==> config.mk <==
export PLATFORM = sky130hd
export DESIGN_NAME = pwm_ramp_phase_spread_ctrl
export DESIGN_NICKNAME = d
export VERILOG_FILES = /design/src/pwm_ramp_phase_spread_ctrl.v
export VERILOG_INCLUDE_DIRS = /design/src /design/src/src
export SDC_FILE = /design/constraint.sdc
export NUM_CORES = 1
export LEC_CHECK = 0
export ABC_AREA = 1
export BUFFER_PORTS_ARGS = -buffer_cell sky130_fd_sc_hd__buf_2
export CAP_MARGIN = 0
export CORE_MARGIN = 2
export CORE_UTILIZATION = 43
export DETAILED_ROUTE_END_ITERATION = 10
export GPL_TIMING_DRIVEN = 0
export PLACE_DENSITY_LB_ADDON = 0.05
export SYNTH_ARGS = -nofsm -noshare
export SYNTH_HDL_FRONTEND = slang
export SYNTH_SLANG_ARGS = --single-unit
==> constraint.sdc <==
create_clock -name clk_sys_i -period 3.2 [get_ports clk_sys_i]
set_input_delay 0.64 -clock clk_sys_i [delete_from_list [all_inputs] [get_ports clk_sys_i]]
set_output_delay 0.64 -clock clk_sys_i [all_outputs]
set_load 0.05 [all_outputs]
==> src/ramp_spread_map.vh <==
// register map and field positions of the ramp phase and spread control block
// assumes byte-wide registers reached over a two-wire serial control bus
`ifndef RAMP_SPREAD_MAP_VH
`define RAMP_SPREAD_MAP_VH

`define OFS_AUTO_MUTE_STATUS   8'h69
`define OFS_RAMP_PHASE_CONTROL 8'h6A
`define OFS_SPREAD_CONTROL_0   8'h6B
`define OFS_SPREAD_CONTROL_1   8'h6C

`define RST_AUTO_MUTE_STATUS   2'h0
`define RST_RAMP_PHASE_SEL     2'h0
`define RST_BIT                1'b0
`define RST_RANDOM_RANGE       3'h0
`define RST_TRI_CTRL           4'h0

`define BIT_LEFT_MUTED         0
`define BIT_RIGHT_MUTED        1
`define BIT_PHASE_SYNC_EN      0
`define BIT_I2S_ALIGN_EN       1
`define FLD_PHASE_SEL_LO       2
`define FLD_PHASE_SEL_HI       3
`define BIT_TRI_EN             0
`define BIT_RANDOM_EN          1
`define BIT_MANUAL_MODE        4
`define BIT_PRE_DIV_SEL        5
`define FLD_TRI_LO             0
`define FLD_TRI_HI             3
`define FLD_RANDOM_LO          4
`define FLD_RANDOM_HI          6

`define LAST_BIT_IDX           3'h7
`define DEV_ADDR_DEFAULT       7'h2C

`endif

==> src/pwm_ramp_phase_spread_ctrl.v <==
// ramp clock phase, phase sync and spread spectrum control registers with serial slave
// assumes scl/sda and the frame clock arrive from pins; mute flags come from local logic
`timescale 1ns/1ps
`default_nettype none
`include "ramp_spread_map.vh"

// Functional notes
// status bit 1 reads 1 while the right channel is auto-muted and 0 otherwise.
// status bit 0 reads 1 while the left channel is auto-muted and 0 otherwise.
// phase control bits 3-2 select one of four ramp clock phases, 00 phase 0 to 11 phase 3.
// the host sets the ramp phase before sending the device into play when staggering is used.
// the host should give all staggered devices the same ramp frequency and spread settings.
// phase control bit 1 set aligns output PWM phase to the serial audio frame, clear does not.
// phase control bit 0 enables ramp phase synchronisation when 1 and disables it when 0.
// spread control 0 bit 5 in manual mode selects the PLL clock divided by two as source.
// spread control 0 bit 4 set puts the spread controller in manual mode, clear is automatic.
// spread control 0 bit 1 enables random spread, whose range is spread control 1 bits 6-4.
// spread control 0 bit 0 enables triangle spread, set by spread control 1 bits 3-0.
// the auto-mute status register sits at offset 69h and resets to zero.
// reserved bits read as zero and writes to them have no effect.
module pwm_ramp_phase_spread_ctrl #(
    parameter [6:0] DEV_ADDR = `DEV_ADDR_DEFAULT
) (
    input  wire       clk_sys_i,
    input  wire       sys_rst_i,
    input  wire       scl_i,
    input  wire       sda_i,
    output wire       sda_o,
    output wire       sda_oe_o,
    input  wire       frame_clk_i,
    input  wire       left_muted_i,
    input  wire       right_muted_i,
    output wire [1:0] ramp_phase_sel_o,
    output wire       phase_sync_en_o,
    output wire       i2s_align_en_o,
    output wire       pwm_realign_o,
    output wire       spread_manual_o,
    output wire       spread_pre_div_o,
    output wire       spread_clk_en_o,
    output wire       tri_spread_enable_o,
    output wire       random_spread_enable_o,
    output wire [3:0] tri_spread_ctrl_o,
    output wire [2:0] random_spread_range_o
);

    localparam [2:0] ST_IDLE  = 3'h0;
    localparam [2:0] ST_ADDR  = 3'h1;
    localparam [2:0] ST_ACK   = 3'h2;
    localparam [2:0] ST_ACKH  = 3'h3;
    localparam [2:0] ST_WRITE = 3'h4;
    localparam [2:0] ST_READ  = 3'h5;
    localparam [2:0] ST_RACK  = 3'h6;
    localparam [2:0] ST_RNEXT = 3'h7;

    reg  [2:0] scl_sync_q;
    reg  [2:0] sda_sync_q;
    reg  [2:0] frm_sync_q;
    reg  [2:0] state_q;
    reg  [2:0] bit_cnt_q;
    reg  [7:0] shift_q;
    reg  [7:0] ptr_q;
    reg        ptr_phase_q;
    reg        rw_q;
    reg        sda_oe_q;

    reg  [1:0] mute_q;
    reg  [1:0] phase_sel_q;
    reg        phase_sync_q;
    reg        align_q;
    reg        realign_q;
    reg        manual_q;
    reg        pre_div_q;
    reg        tri_en_q;
    reg        rdm_en_q;
    reg  [3:0] tri_ctrl_q;
    reg  [2:0] rdm_range_q;
    reg        div_q;
    reg        clk_en_q;

    wire       scl_s    = scl_sync_q[1];
    wire       scl_p    = scl_sync_q[2];
    wire       sda_s    = sda_sync_q[1];
    wire       sda_p    = sda_sync_q[2];
    wire       scl_rise = scl_s & ~scl_p;
    wire       scl_fall = ~scl_s & scl_p;
    wire       bus_start = scl_s & scl_p & sda_p & ~sda_s;
    wire       bus_stop  = scl_s & scl_p & ~sda_p & sda_s;
    wire [7:0] in_byte  = {shift_q[6:0], sda_s};
    wire       last_bit = (bit_cnt_q == `LAST_BIT_IDX);
    wire       wr_en    = (state_q == ST_WRITE) & scl_rise & last_bit & ~ptr_phase_q;

    // read mux; unmapped offsets and reserved bits read zero
    function [7:0] reg_read;
        input [7:0] addr;
        begin
            reg_read = 8'h00;
            case (addr)
                `OFS_AUTO_MUTE_STATUS: begin
                    reg_read[`BIT_LEFT_MUTED]  = mute_q[0];
                    reg_read[`BIT_RIGHT_MUTED] = mute_q[1];
                end
                `OFS_RAMP_PHASE_CONTROL: begin
                    reg_read[`FLD_PHASE_SEL_HI:`FLD_PHASE_SEL_LO] = phase_sel_q;
                    reg_read[`BIT_I2S_ALIGN_EN]  = align_q;
                    reg_read[`BIT_PHASE_SYNC_EN] = phase_sync_q;
                end
                `OFS_SPREAD_CONTROL_0: begin
                    reg_read[`BIT_PRE_DIV_SEL] = pre_div_q;
                    reg_read[`BIT_MANUAL_MODE] = manual_q;
                    reg_read[`BIT_RANDOM_EN]   = rdm_en_q;
                    reg_read[`BIT_TRI_EN]      = tri_en_q;
                end
                `OFS_SPREAD_CONTROL_1: begin
                    reg_read[`FLD_RANDOM_HI:`FLD_RANDOM_LO] = rdm_range_q;
                    reg_read[`FLD_TRI_HI:`FLD_TRI_LO]       = tri_ctrl_q;
                end
                default: begin
                    reg_read = 8'h00;
                end
            endcase
        end
    endfunction

    wire [7:0] rd_byte = reg_read(ptr_q);

    // pin synchronisers
    always @(posedge clk_sys_i) begin
        if (sys_rst_i) begin
            scl_sync_q <= 3'h7;
            sda_sync_q <= 3'h7;
            frm_sync_q <= 3'h0;
        end else begin
            scl_sync_q <= {scl_sync_q[1:0], scl_i};
            sda_sync_q <= {sda_sync_q[1:0], sda_i};
            frm_sync_q <= {frm_sync_q[1:0], frame_clk_i};
        end
    end

    // serial slave: shift in on scl rise, drive sda after scl fall
    always @(posedge clk_sys_i) begin
        if (sys_rst_i) begin
            state_q     <= ST_IDLE;
            bit_cnt_q   <= 3'h0;
            shift_q     <= 8'h00;
            ptr_q       <= 8'h00;
            ptr_phase_q <= 1'b0;
            rw_q        <= 1'b0;
            sda_oe_q    <= 1'b0;
        end else if (bus_start) begin
            state_q     <= ST_ADDR;
            bit_cnt_q   <= 3'h0;
            ptr_phase_q <= 1'b1;
            sda_oe_q    <= 1'b0;
        end else if (bus_stop) begin
            state_q  <= ST_IDLE;
            sda_oe_q <= 1'b0;
        end else begin
            case (state_q)
                ST_IDLE: begin
                    sda_oe_q <= 1'b0;
                end
                ST_ADDR: begin
                    if (scl_rise) begin
                        shift_q   <= in_byte;
                        bit_cnt_q <= bit_cnt_q + 3'h1;
                        if (last_bit) begin
                            rw_q    <= in_byte[0];
                            state_q <= (in_byte[7:1] == DEV_ADDR) ? ST_ACK : ST_IDLE;
                        end
                    end
                end
                ST_ACK: begin
                    if (scl_fall) begin
                        sda_oe_q <= 1'b1;
                        state_q  <= ST_ACKH;
                    end
                end
                ST_ACKH: begin
                    if (scl_fall) begin
                        bit_cnt_q <= 3'h0;
                        if (rw_q) begin
                            shift_q  <= rd_byte;
                            sda_oe_q <= ~rd_byte[7];
                            ptr_q    <= ptr_q + 8'h01;
                            state_q  <= ST_READ;
                        end else begin
                            sda_oe_q <= 1'b0;
                            state_q  <= ST_WRITE;
                        end
                    end
                end
                ST_WRITE: begin
                    if (scl_rise) begin
                        shift_q   <= in_byte;
                        bit_cnt_q <= bit_cnt_q + 3'h1;
                        if (last_bit) begin
                            state_q     <= ST_ACK;
                            ptr_phase_q <= 1'b0;
                            if (ptr_phase_q) begin
                                ptr_q <= in_byte;
                            end else begin
                                ptr_q <= ptr_q + 8'h01;
                            end
                        end
                    end
                end
                ST_READ: begin
                    if (scl_fall) begin
                        bit_cnt_q <= bit_cnt_q + 3'h1;
                        if (last_bit) begin
                            sda_oe_q <= 1'b0;
                            state_q  <= ST_RACK;
                        end else begin
                            shift_q  <= {shift_q[6:0], 1'b0};
                            sda_oe_q <= ~shift_q[6];
                        end
                    end
                end
                ST_RACK: begin
                    if (scl_rise) begin
                        state_q <= sda_s ? ST_IDLE : ST_RNEXT;
                    end
                end
                ST_RNEXT: begin
                    if (scl_fall) begin
                        bit_cnt_q <= 3'h0;
                        shift_q   <= rd_byte;
                        sda_oe_q  <= ~rd_byte[7];
                        ptr_q     <= ptr_q + 8'h01;
                        state_q   <= ST_READ;
                    end
                end
                default: begin
                    state_q <= ST_IDLE;
                end
            endcase
        end
    end

    // control registers; only defined bits are stored
    always @(posedge clk_sys_i) begin
        if (sys_rst_i) begin
            phase_sel_q  <= `RST_RAMP_PHASE_SEL;
            phase_sync_q <= `RST_BIT;
            align_q      <= `RST_BIT;
            manual_q     <= `RST_BIT;
            pre_div_q    <= `RST_BIT;
            tri_en_q     <= `RST_BIT;
            rdm_en_q     <= `RST_BIT;
            tri_ctrl_q   <= `RST_TRI_CTRL;
            rdm_range_q  <= `RST_RANDOM_RANGE;
        end else if (wr_en) begin
            case (ptr_q)
                `OFS_RAMP_PHASE_CONTROL: begin
                    phase_sel_q  <= in_byte[`FLD_PHASE_SEL_HI:`FLD_PHASE_SEL_LO];
                    align_q      <= in_byte[`BIT_I2S_ALIGN_EN];
                    phase_sync_q <= in_byte[`BIT_PHASE_SYNC_EN];
                end
                `OFS_SPREAD_CONTROL_0: begin
                    pre_div_q <= in_byte[`BIT_PRE_DIV_SEL];
                    manual_q  <= in_byte[`BIT_MANUAL_MODE];
                    rdm_en_q  <= in_byte[`BIT_RANDOM_EN];
                    tri_en_q  <= in_byte[`BIT_TRI_EN];
                end
                `OFS_SPREAD_CONTROL_1: begin
                    rdm_range_q <= in_byte[`FLD_RANDOM_HI:`FLD_RANDOM_LO];
                    tri_ctrl_q  <= in_byte[`FLD_TRI_HI:`FLD_TRI_LO];
                end
                default: begin
                    phase_sel_q <= phase_sel_q;
                end
            endcase
        end
    end

    // status capture, frame alignment and spread source clock enable
    always @(posedge clk_sys_i) begin
        if (sys_rst_i) begin
            mute_q    <= `RST_AUTO_MUTE_STATUS;
            realign_q <= 1'b0;
            div_q     <= 1'b0;
            clk_en_q  <= 1'b0;
        end else begin
            mute_q    <= {right_muted_i, left_muted_i};
            realign_q <= align_q & frm_sync_q[1] & ~frm_sync_q[2];
            div_q     <= ~div_q;
            clk_en_q  <= (manual_q & pre_div_q) ? div_q : 1'b1;
        end
    end

    assign sda_o                  = 1'b0;
    assign sda_oe_o               = sda_oe_q;
    assign ramp_phase_sel_o       = phase_sel_q;
    assign phase_sync_en_o        = phase_sync_q;
    assign i2s_align_en_o         = align_q;
    assign pwm_realign_o          = realign_q;
    assign spread_manual_o        = manual_q;
    assign spread_pre_div_o       = pre_div_q;
    assign spread_clk_en_o        = clk_en_q;
    assign tri_spread_enable_o    = tri_en_q;
    assign random_spread_enable_o = rdm_en_q;
    assign tri_spread_ctrl_o      = tri_ctrl_q;
    assign random_spread_range_o  = rdm_range_q;

endmodule
`default_nettype wire

* After elaboration in Yosys (flattened, before gate mapping)
Index checks and enable logic that the tools add are counted.
Word-level totals: register bits 53, bits in latches 0, RAM bits 0, memory bits (read-only) 0, input port bits 7, output and inout port bits 19, logic and storage cells 164, memories kept 0
Cells by class: $add $sub $neg 2, $mul 0, divide/modulo/power cells 0, $lt $le $gt $ge 0, equality and inequality tests 39, shifts and indexed selects 0, multiplexer cells 50, bitwise operators 23, reduce and logical (&&, ||, !) cells 26
Operators by type and width (count):
- 2-to-1 mux 8 bit | 6
- 2-to-1 mux 3 bit | 14
- 2-to-1 mux 7 bit | 6
- != test 4 bit (second input constant) | 10
- == test 8 x 7 -> 1 bit (second input constant) | 4
- one-hot mux 7 bit (4 select lines) | 1
- != test 2 bit (second input constant) | 13
- one-hot mux 8 bit (3 select lines) | 1
- AND reduction 11 bit | 2
- one-hot mux 3 bit (7 select lines) | 1
- == test 3 bit (second input constant) | 5
- 2-to-1 mux 1 bit | 15
- AND 1 bit | 13
- inverter 1 bit | 10
- AND reduction 5 bit | 2
- one-hot mux 3 bit (3 select lines) | 1
- AND reduction 9 bit | 1
- nonzero test 9 bit | 1
- adder 8 x 1 -> 8 bit (second input constant) | 1
- one-hot mux 2 bit (2 select lines) | 2
- one-hot mux 2 bit (4 select lines) | 1
- AND reduction 4 bit | 2
- AND reduction 8 bit | 1
- nonzero test 4 bit | 2
- 14 further kinds | 25

* Logic depth before layout (Yosys ltp)
Gate-level depths: netlist of run 1.
depth in word-level cells 7, gate-level depth with buffers 12, gate-level depth less buffers 12

* Worst setup path after synthesis of run 1
No wires, ideal clock.
path kind register -> register, start point register bit_cnt_q[0], end point register ptr_q[0], library setup time 0.128 ns, arrival time 1.437 ns, required time 3.072 ns, setup slack 1.635 ns, cell stages (with the launch flop) 11, path buffers 0, clock period less this slack 1.565 ns, cell sequence dfxtp_1 ha_1 ha_1 inv_1 nand2_1 o21ai_0 nor2_1 nand2_2 inv_4 o21ai_0 nor2_1
On the way: cells in the longest elaborated chain, start to end 3
RTL lines:
- from (decl) | RTL line pwm_ramp_phase_spread_ctrl.v:59 | reg [2:0] bit_cnt_q;
- from (signal assigned) | RTL line pwm_ramp_phase_spread_ctrl.v:165 | bit_cnt_q <= bit_cnt_q + 3'h1;
- from (signal assigned) | RTL line pwm_ramp_phase_spread_ctrl.v:195 | bit_cnt_q <= bit_cnt_q + 3'h1;
- from (signal assigned) | RTL line pwm_ramp_phase_spread_ctrl.v:209 | bit_cnt_q <= bit_cnt_q + 3'h1;
- == test 3 bit (no line)
- != test 2 bit (no line)
- AND reduction 8 bit (no line)
- to (signal assigned) | RTL line pwm_ramp_phase_spread_ctrl.v:184 | ptr_q <= ptr_q + 8'h01;
- to (signal assigned) | RTL line pwm_ramp_phase_spread_ctrl.v:200 | ptr_q <= in_byte;
- to (signal assigned) | RTL line pwm_ramp_phase_spread_ctrl.v:202 | ptr_q <= ptr_q + 8'h01;
- to (decl) | RTL line pwm_ramp_phase_spread_ctrl.v:61 | reg [7:0] ptr_q;
Every way passes these cells. A chain may end at the register's enable or synchronous reset.

* Worst setup path in the final report of run 1
Same ends and word-level chain as after synthesis.

==> results_dict.tcl, run 1 <==
set metrics [dict create \
    die_x_um 84.9 \
    synthArstFlopShare_pct 0 \
    post-cts-setup-buffers 0 \
    port_buffers 24 \
    setup_viol 0 \
    tightest_slew_ns 0.593 \
    cts.sinks 53 \
    diodes 0 \
    synth_cells 412 \
    num_vias 2596 \
    grt_pass1_vias 2473 \
    core_mm2 0.00635 \
    yosysSeqAreaShare_pct 37.7 \
    fmaxAchievable_ghz 0.551 \
    relSlewSlack_pct 60.5 \
    rsz0062_at_grt "no" \
    hold_viol_final 0 \
    vias_per_cell 4.99 \
    gr-total-overflow 0 \
    wl_mm 6.86 \
    area_growth_pct 11.5 \
    worstSetupStartpointType "flip-flop" \
    drive_gt1_share_pct 14.9 \
    yosysWarningCount 0 \
    drv_slew 0 \
    grt_pass1_wl_mm 11.9 \
    h-tree-depth 2 \
    die_h_um 84.9 \
    rows 29 \
    grt_max_degree 17 \
    root_buffer "clkbuf_8" \
    fin_nets 456 \
    synth-edff-count 0 \
    antenna_found_initial 0 \
    crit_type "flip-flop to flip-flop" \
    synth_area_mm2 0.00281 \
    p_switching_mw 0.299 \
    drt_iter0_drc 142 \
    io_pins 26 \
    arrival_ns 2.00 \
    layout_min_cycle_time_ns 1.82 \
    fin_crit_sh_pct 56.7 \
    dr.pass1.iters 4 \
    dpl.hpwl_mm 5.13 \
    powerDensity_mw_per_mm2 394 \
    clk_pin_slew_ns 0.10 \
    fin_util_pct 49.4 \
    synth_nets 425 \
    drc_errors 0 \
    cp-end-kind "flip-flop" \
    p_comb_share_pct 7.6 \
    r2r_start "bit_cnt_q[0]" \
    postCtsHoldBufs 0 \
    clkPwrFrac_pct 36.7 \
    crit_fanout 10 \
    numCtsBuffers 5 \
    seqPwrFrac_pct 55.7 \
    design_area_mm2 0.00314 \
    worstPathRequired_ns 3.39 \
    ys.flop_type "dfxtp_1" \
    setup.worst_path.start "bit_cnt_q[0]" \
    drv_cap 0 \
    grt_usage_pct 20.5 \
    wl_per_cell_um 13.2 \
    status "completed" \
    start_util_pct 44.3 \
    peakVddDrop_mv 0.271 \
    cts_tree "done" \
    synth.avg_cell_area_um2 6.83 \
    timing.hold.worst.start "frm_sync_q[2]" \
    p_int_mw 0.937 \
    fin_worst_skew_ns 0.00821 \
    hp-class "flip-flop to flip-flop" \
    clk_latency_ns 0.31 \
    cts-resized-gates 0 \
    finalNonFillerCells 520 \
    leakage_nw 1.43 \
    place_area_mm2 0.00303 \
    yosys_register_bits 53 \
    dieArea_mm2 0.00721 \
    synth.distinct_cells 34 \
    swShare_pct 24.2 \
    tns_ns 0 \
    ant_nets 0 \
    placed_cells 513 \
    gp_congestion 0.821 \
    cts_max_path_buffers 2 \
]
[cells in the final DEF, fill, tap and decap left out, types with 2 or more instances in the layout]
cell	instances
nor2_1	51
buf_6	4
or2_2	6
dfxtp_1	53
nand2_1	85
ha_1	6
clkbuf_1	4
nand3_1	29
a21oi_1	32
inv_1	54
nand4_1	12
o211ai_1	4
buf_4	2
o21ai_0	35
inv_2	2
nor2_4	2
nor3_2	2
nor3_1	2
buf_2	27
xor2_1	3
nor2_2	4
nand2_2	3
clkbuf_2	2
clkbuf_8	5
a31oi_1	2
[worst paths after layout]
kind                   endpoint  slack, ns  cells after the start
hold / removal    pwm_realign_o       0.39                      1
hold reg to reg   pwm_realign_o       0.39                      1
setup reg to reg       ptr_q[0]       1.38                     10
setup / recovery       ptr_q[0]       1.38                     10
[state kept, by name, indices dropped and copies added (netlist names), 2 cells and up]
register               cells
ptr_q                      8
shift_q                    7
tri_spread_ctrl_o          4
bit_cnt_q                  3
frm_sync_q                 3
random_spread_range_o      3
scl_sync_q                 3
sda_sync_q                 3
state_q                    3
mute_q                     2
ramp_phase_sel_o           2
[cell usage after synthesis, drive strengths merged, types with 2 or more instances]
master  count  area (um2)
inv        57         216
ha          6        75.1
clkbuf      6        25.0
nor3        5        46.3
buf         9        75.1
nor2       57         239
or2         6        37.5
a21oi      32         160
nand4      12        75.1
nand2      88         338
a31oi       2        12.5
o211ai      4        30.0
o21ai      37         189
dfxtp      53        1060
nand3      30         163
xor2        3        26.3
[logic make-up after synthesis]
family,synth area share [%]
simple gates,32.9
compound gates,14.5
buf+inv,11.2
flops,37.7
fa+ha+maj,2.67
xor+xnor,0.934
other cells,0.133
[critical path, cell delays in order (launching register included)]
cell	delay (ns)
dfxtp_1	0.33
ha_1	0.20
ha_1	0.21
inv_1	0.13
nand2_1	0.12
o21ai_0	0.16
nor2_1	0.09
nand2_2	0.16
inv_4	0.09
o21ai_0	0.15
nor2_1	0.05
[per-stage QoR]
stage	setup slack, ns	hold slack [ns]	total power [mW]
detailed placement	1.38	0.382	0.796
global placement	1.39	0.379	0.796
floorplan	1.64	0.373	0.768
global route	1.14	0.415	1.29
CTS	1.37	0.398	1.25
finish	1.38	0.394	1.24
[layer usage]
layer | vias to the layer above | share of wire, % | GRT usage (%)
met5 | - | 0 | 0
li1 | 1383 | - | -
met4 | 0 | 1.3 | 7.07
met1 | 1132 | 51 | 29.3
met2 | 73 | 43 | 31.3
met3 | 8 | 4.7 | 3.70
[area by class of cell]
type                       instances  area (um2)
multi-input combinational        287        1440
inverter                          57         216
clock buffer                       5        68.8
buffer                            15         100
clock inverter                     2        38.8
fill                             661        3210
timing repair buffer              24         120
tap                               77        96.3
sequential                        53        1060
[power groups by stage]
stage	Clock [mW]	Combinational, mW	Sequential (mW)
after detailed placement	0	0.0929	0.703
final	0.454	0.0938	0.689
after floorplan	0	0.0676	0.700
after global placement	0	0.0920	0.704
after global routing	0.492	0.107	0.691
after CTS	0.468	0.0932	0.688
Note: power is estimated with default switching activity, not from simulation.
==> run 2, diff against run 1 <==
==> constraint.sdc (replaced) <==
create_clock -name clk_sys_i -period 1.6 [get_ports clk_sys_i]
set_input_delay 0.32 -clock clk_sys_i [delete_from_list [all_inputs] [get_ports clk_sys_i]]
set_output_delay 0.32 -clock clk_sys_i [all_outputs]
set_load 0.05 [all_outputs]
==> run 2 against run 1 <==
Against the previous run:
- critical path type unchanged
- worst hold slack worse by 0.21 ns
- the flow now finishes with violations (setup timing)
- maximum frequency up 10%
- global-route usage rose by 0.62 points
- critical endpoint is now shift_q[6]
- core utilization up 8.2 points
- critical path depth increased by 1
==> results_dict.tcl, run 2 (same netlist as run 1, synthesis figures left out) <==
set metrics [dict create \
    tns_ns -0.111 \
    setup_viol 5 \
    placed_cells 513 \
    die_x_um 84.9 \
    peakVddDrop_mv 0.555 \
    io_pins 26 \
    rsz0062_at_grt "yes" \
    clk_latency_ns 0.32 \
    grt_pass1_wl_mm 12.2 \
    p_switching_mw 0.628 \
    violations "setup timing" \
    grt_pass1_vias 2526 \
    p_int_mw 1.89 \
    drt_iter0_drc 156 \
    worst_slack_ns -0.0468 \
    numCtsBuffers 5 \
    multi_input_area_mm2 0.00169 \
    layout_min_cycle_time_ns 1.65 \
    fin_crit_sh_pct 103 \
    dpl.hpwl_mm 5.13 \
    layout_commonest_cell "nand2_1" \
    regArea_mm2 0.00107 \
    relSlewSlack_pct 60.9 \
    fmaxAchievable_ghz 0.607 \
    status "complete, but fails checks" \
    regMostFlops "ptr_q" \
    area_growth_pct 30.0 \
    h-tree-depth 2 \
    dieArea_mm2 0.00721 \
    hp-class "input port to flip-flop" \
    hold_viol_final 0 \
    core_mm2 0.00635 \
    cp-end-kind "flip-flop" \
    largest_reg_flops 8 \
    worstPathRequired_ns 1.81 \
    fin_hold_ws_ns 0.184 \
    critPathCapture "shift_q[6]" \
    grt_max_degree 17 \
    fin_worst_skew_ns 0.0154 \
    p_comb_share_pct 9.0 \
    antenna_found_initial 0 \
    cts_tree "done" \
    r2r_start "bit_cnt_q[1]" \
    die_h_um 84.9 \
    drc_errors 0 \
    ant_nets 0 \
    tightest_slew_ns 0.587 \
    gp_congestion 0.821 \
    wl_per_cell_um 13.9 \
    clkPwrFrac_pct 36.4 \
    dr.pass1.iters 5 \
    rows 29 \
    num_vias 2788 \
    timing.rr.end "shift_q[6]" \
    powerDensity_mw_per_mm2 689 \
    worstSetupStartpointType "flip-flop" \
    root_buffer "clkbuf_8" \
    cts.sinks 53 \
    postCtsHoldBufs 0 \
    reg2reg_slack_ns -0.05 \
    clk_pin_slew_ns 0.09 \
    arrival_ns 1.85 \
    gr-total-overflow 0 \
    setup.worst_path.start "bit_cnt_q[1]" \
    cts_max_path_buffers 2 \
    final_cell_mix "64 x nand2_1, 49 x inv_1, 44 x dfxtp_1, 42 x nor2_1, 27 x buf_2" \
    swShare_pct 24.9 \
    grt_usage_pct 21.1 \
    nFillCells 600 \
    vias_per_cell 5.12 \
    port_buffers 24 \
    seqPwrFrac_pct 54.7 \
    start_util_pct 44.3 \
    r2r_cells 11 \
    crit_type "flip-flop to flip-flop" \
    leakage_nw 1.64 \
    finalNonFillerCells 545 \
    drv_cap 0 \
    drive_gt1_share_pct 32.9 \
    drv_slew 0 \
    diodes 0 \
    crit_fanout 6 \
    fin_nets 481 \
    wl_mm 7.58 \
]
run 2: per-layer routing:
metal | share of wire (%) | wire, um | track usage [%] | up-vias
met5 | 0 | 0 | 0 | -
met4 | 1.8 | 140 | 6.93 | 0
met3 | 4.1 | 307 | 3.60 | 12
met2 | 46 | 3460 | 33.3 | 59
met1 | 48 | 3670 | 29.6 | 1278
li1 | - | - | - | 1439
run 2: repair_timing:
action / in CTS / in global routing
cloned: 1 / 2
endpoints found under the hold margin: 0 / 0
gates resized for setup: 23 / 82
buffers inserted: 4 / 18
endpoints found under the setup margin: 33 / 37
pin swaps: 5 / 26
run 2: final cells by class:
| cell class | instances | share of cell area [%] |
|---|---|---|
| Tap cell | 77 | 2.63 |
| Multi-Input combinational cell | 287 | 46.2 |
| Inverter | 57 | 6.36 |
| Timing Repair inverter | 1 | 0.205 |
| Timing Repair Buffer | 48 | 9.13 |
| Buffer | 15 | 3.11 |
| Clock buffer | 5 | 1.88 |
| Sequential cell | 53 | 29.4 |
| Clock inverter | 2 | 1.06 |
run 2: power by group through the flow:
stage	Combinational (mW)	Clock (mW)	Sequential (mW)
after floorplan	0.135	0	1.40
after CTS	0.190	0.936	1.38
after detailed placement	0.186	0	1.41
after global placement	0.184	0	1.41
final	0.226	0.917	1.38
after global routing	0.253	0.988	1.38
run 2: worst min path at each step:
stage / start / end / slack (ns) / depth (start not counted)
CTS: scl_i / scl_sync_q[0] / 0.18 / 2
floorplan: frm_sync_q[2] / pwm_realign_o / 0.37 / 1
finish: sda_i / sda_sync_q[0] / 0.18 / 2
global placement: frm_sync_q[2] / pwm_realign_o / 0.38 / 1
global route: sda_i / sda_sync_q[0] / 0.18 / 2
detailed placement: frm_sync_q[2] / pwm_realign_o / 0.38 / 1
run 2: through the flow:
stage / worst slack (ns) / power [mW] / cell area [um2] / util [%]
finish: -0.0468 / 2.52 / 3660 / 57.6
global route: -0.142 / 2.62 / 3660 / 57.6
CTS: -0.0319 / 2.50 / 3240 / 51.1
detailed placement: -0.218 / 1.59 / 3030 / 47.7
global placement: -0.208 / 1.59 / 3030 / 47.7
floorplan: 0.0355 / 1.54 / 2810 / -
run 2: worst max-delay path, cell delays in order (launching register included):
cell and delay [ns]:
dfxtp_2 0.35, ha_4 0.16, ha_4 0.17, nand2_2 0.07
a21oi_2 0.07, nor2_2 0.17, nand2_2 0.08, nor2_4 0.18
buf_6 0.14, nand2_2 0.05, nand2_1 0.06, nor2_1 0.04
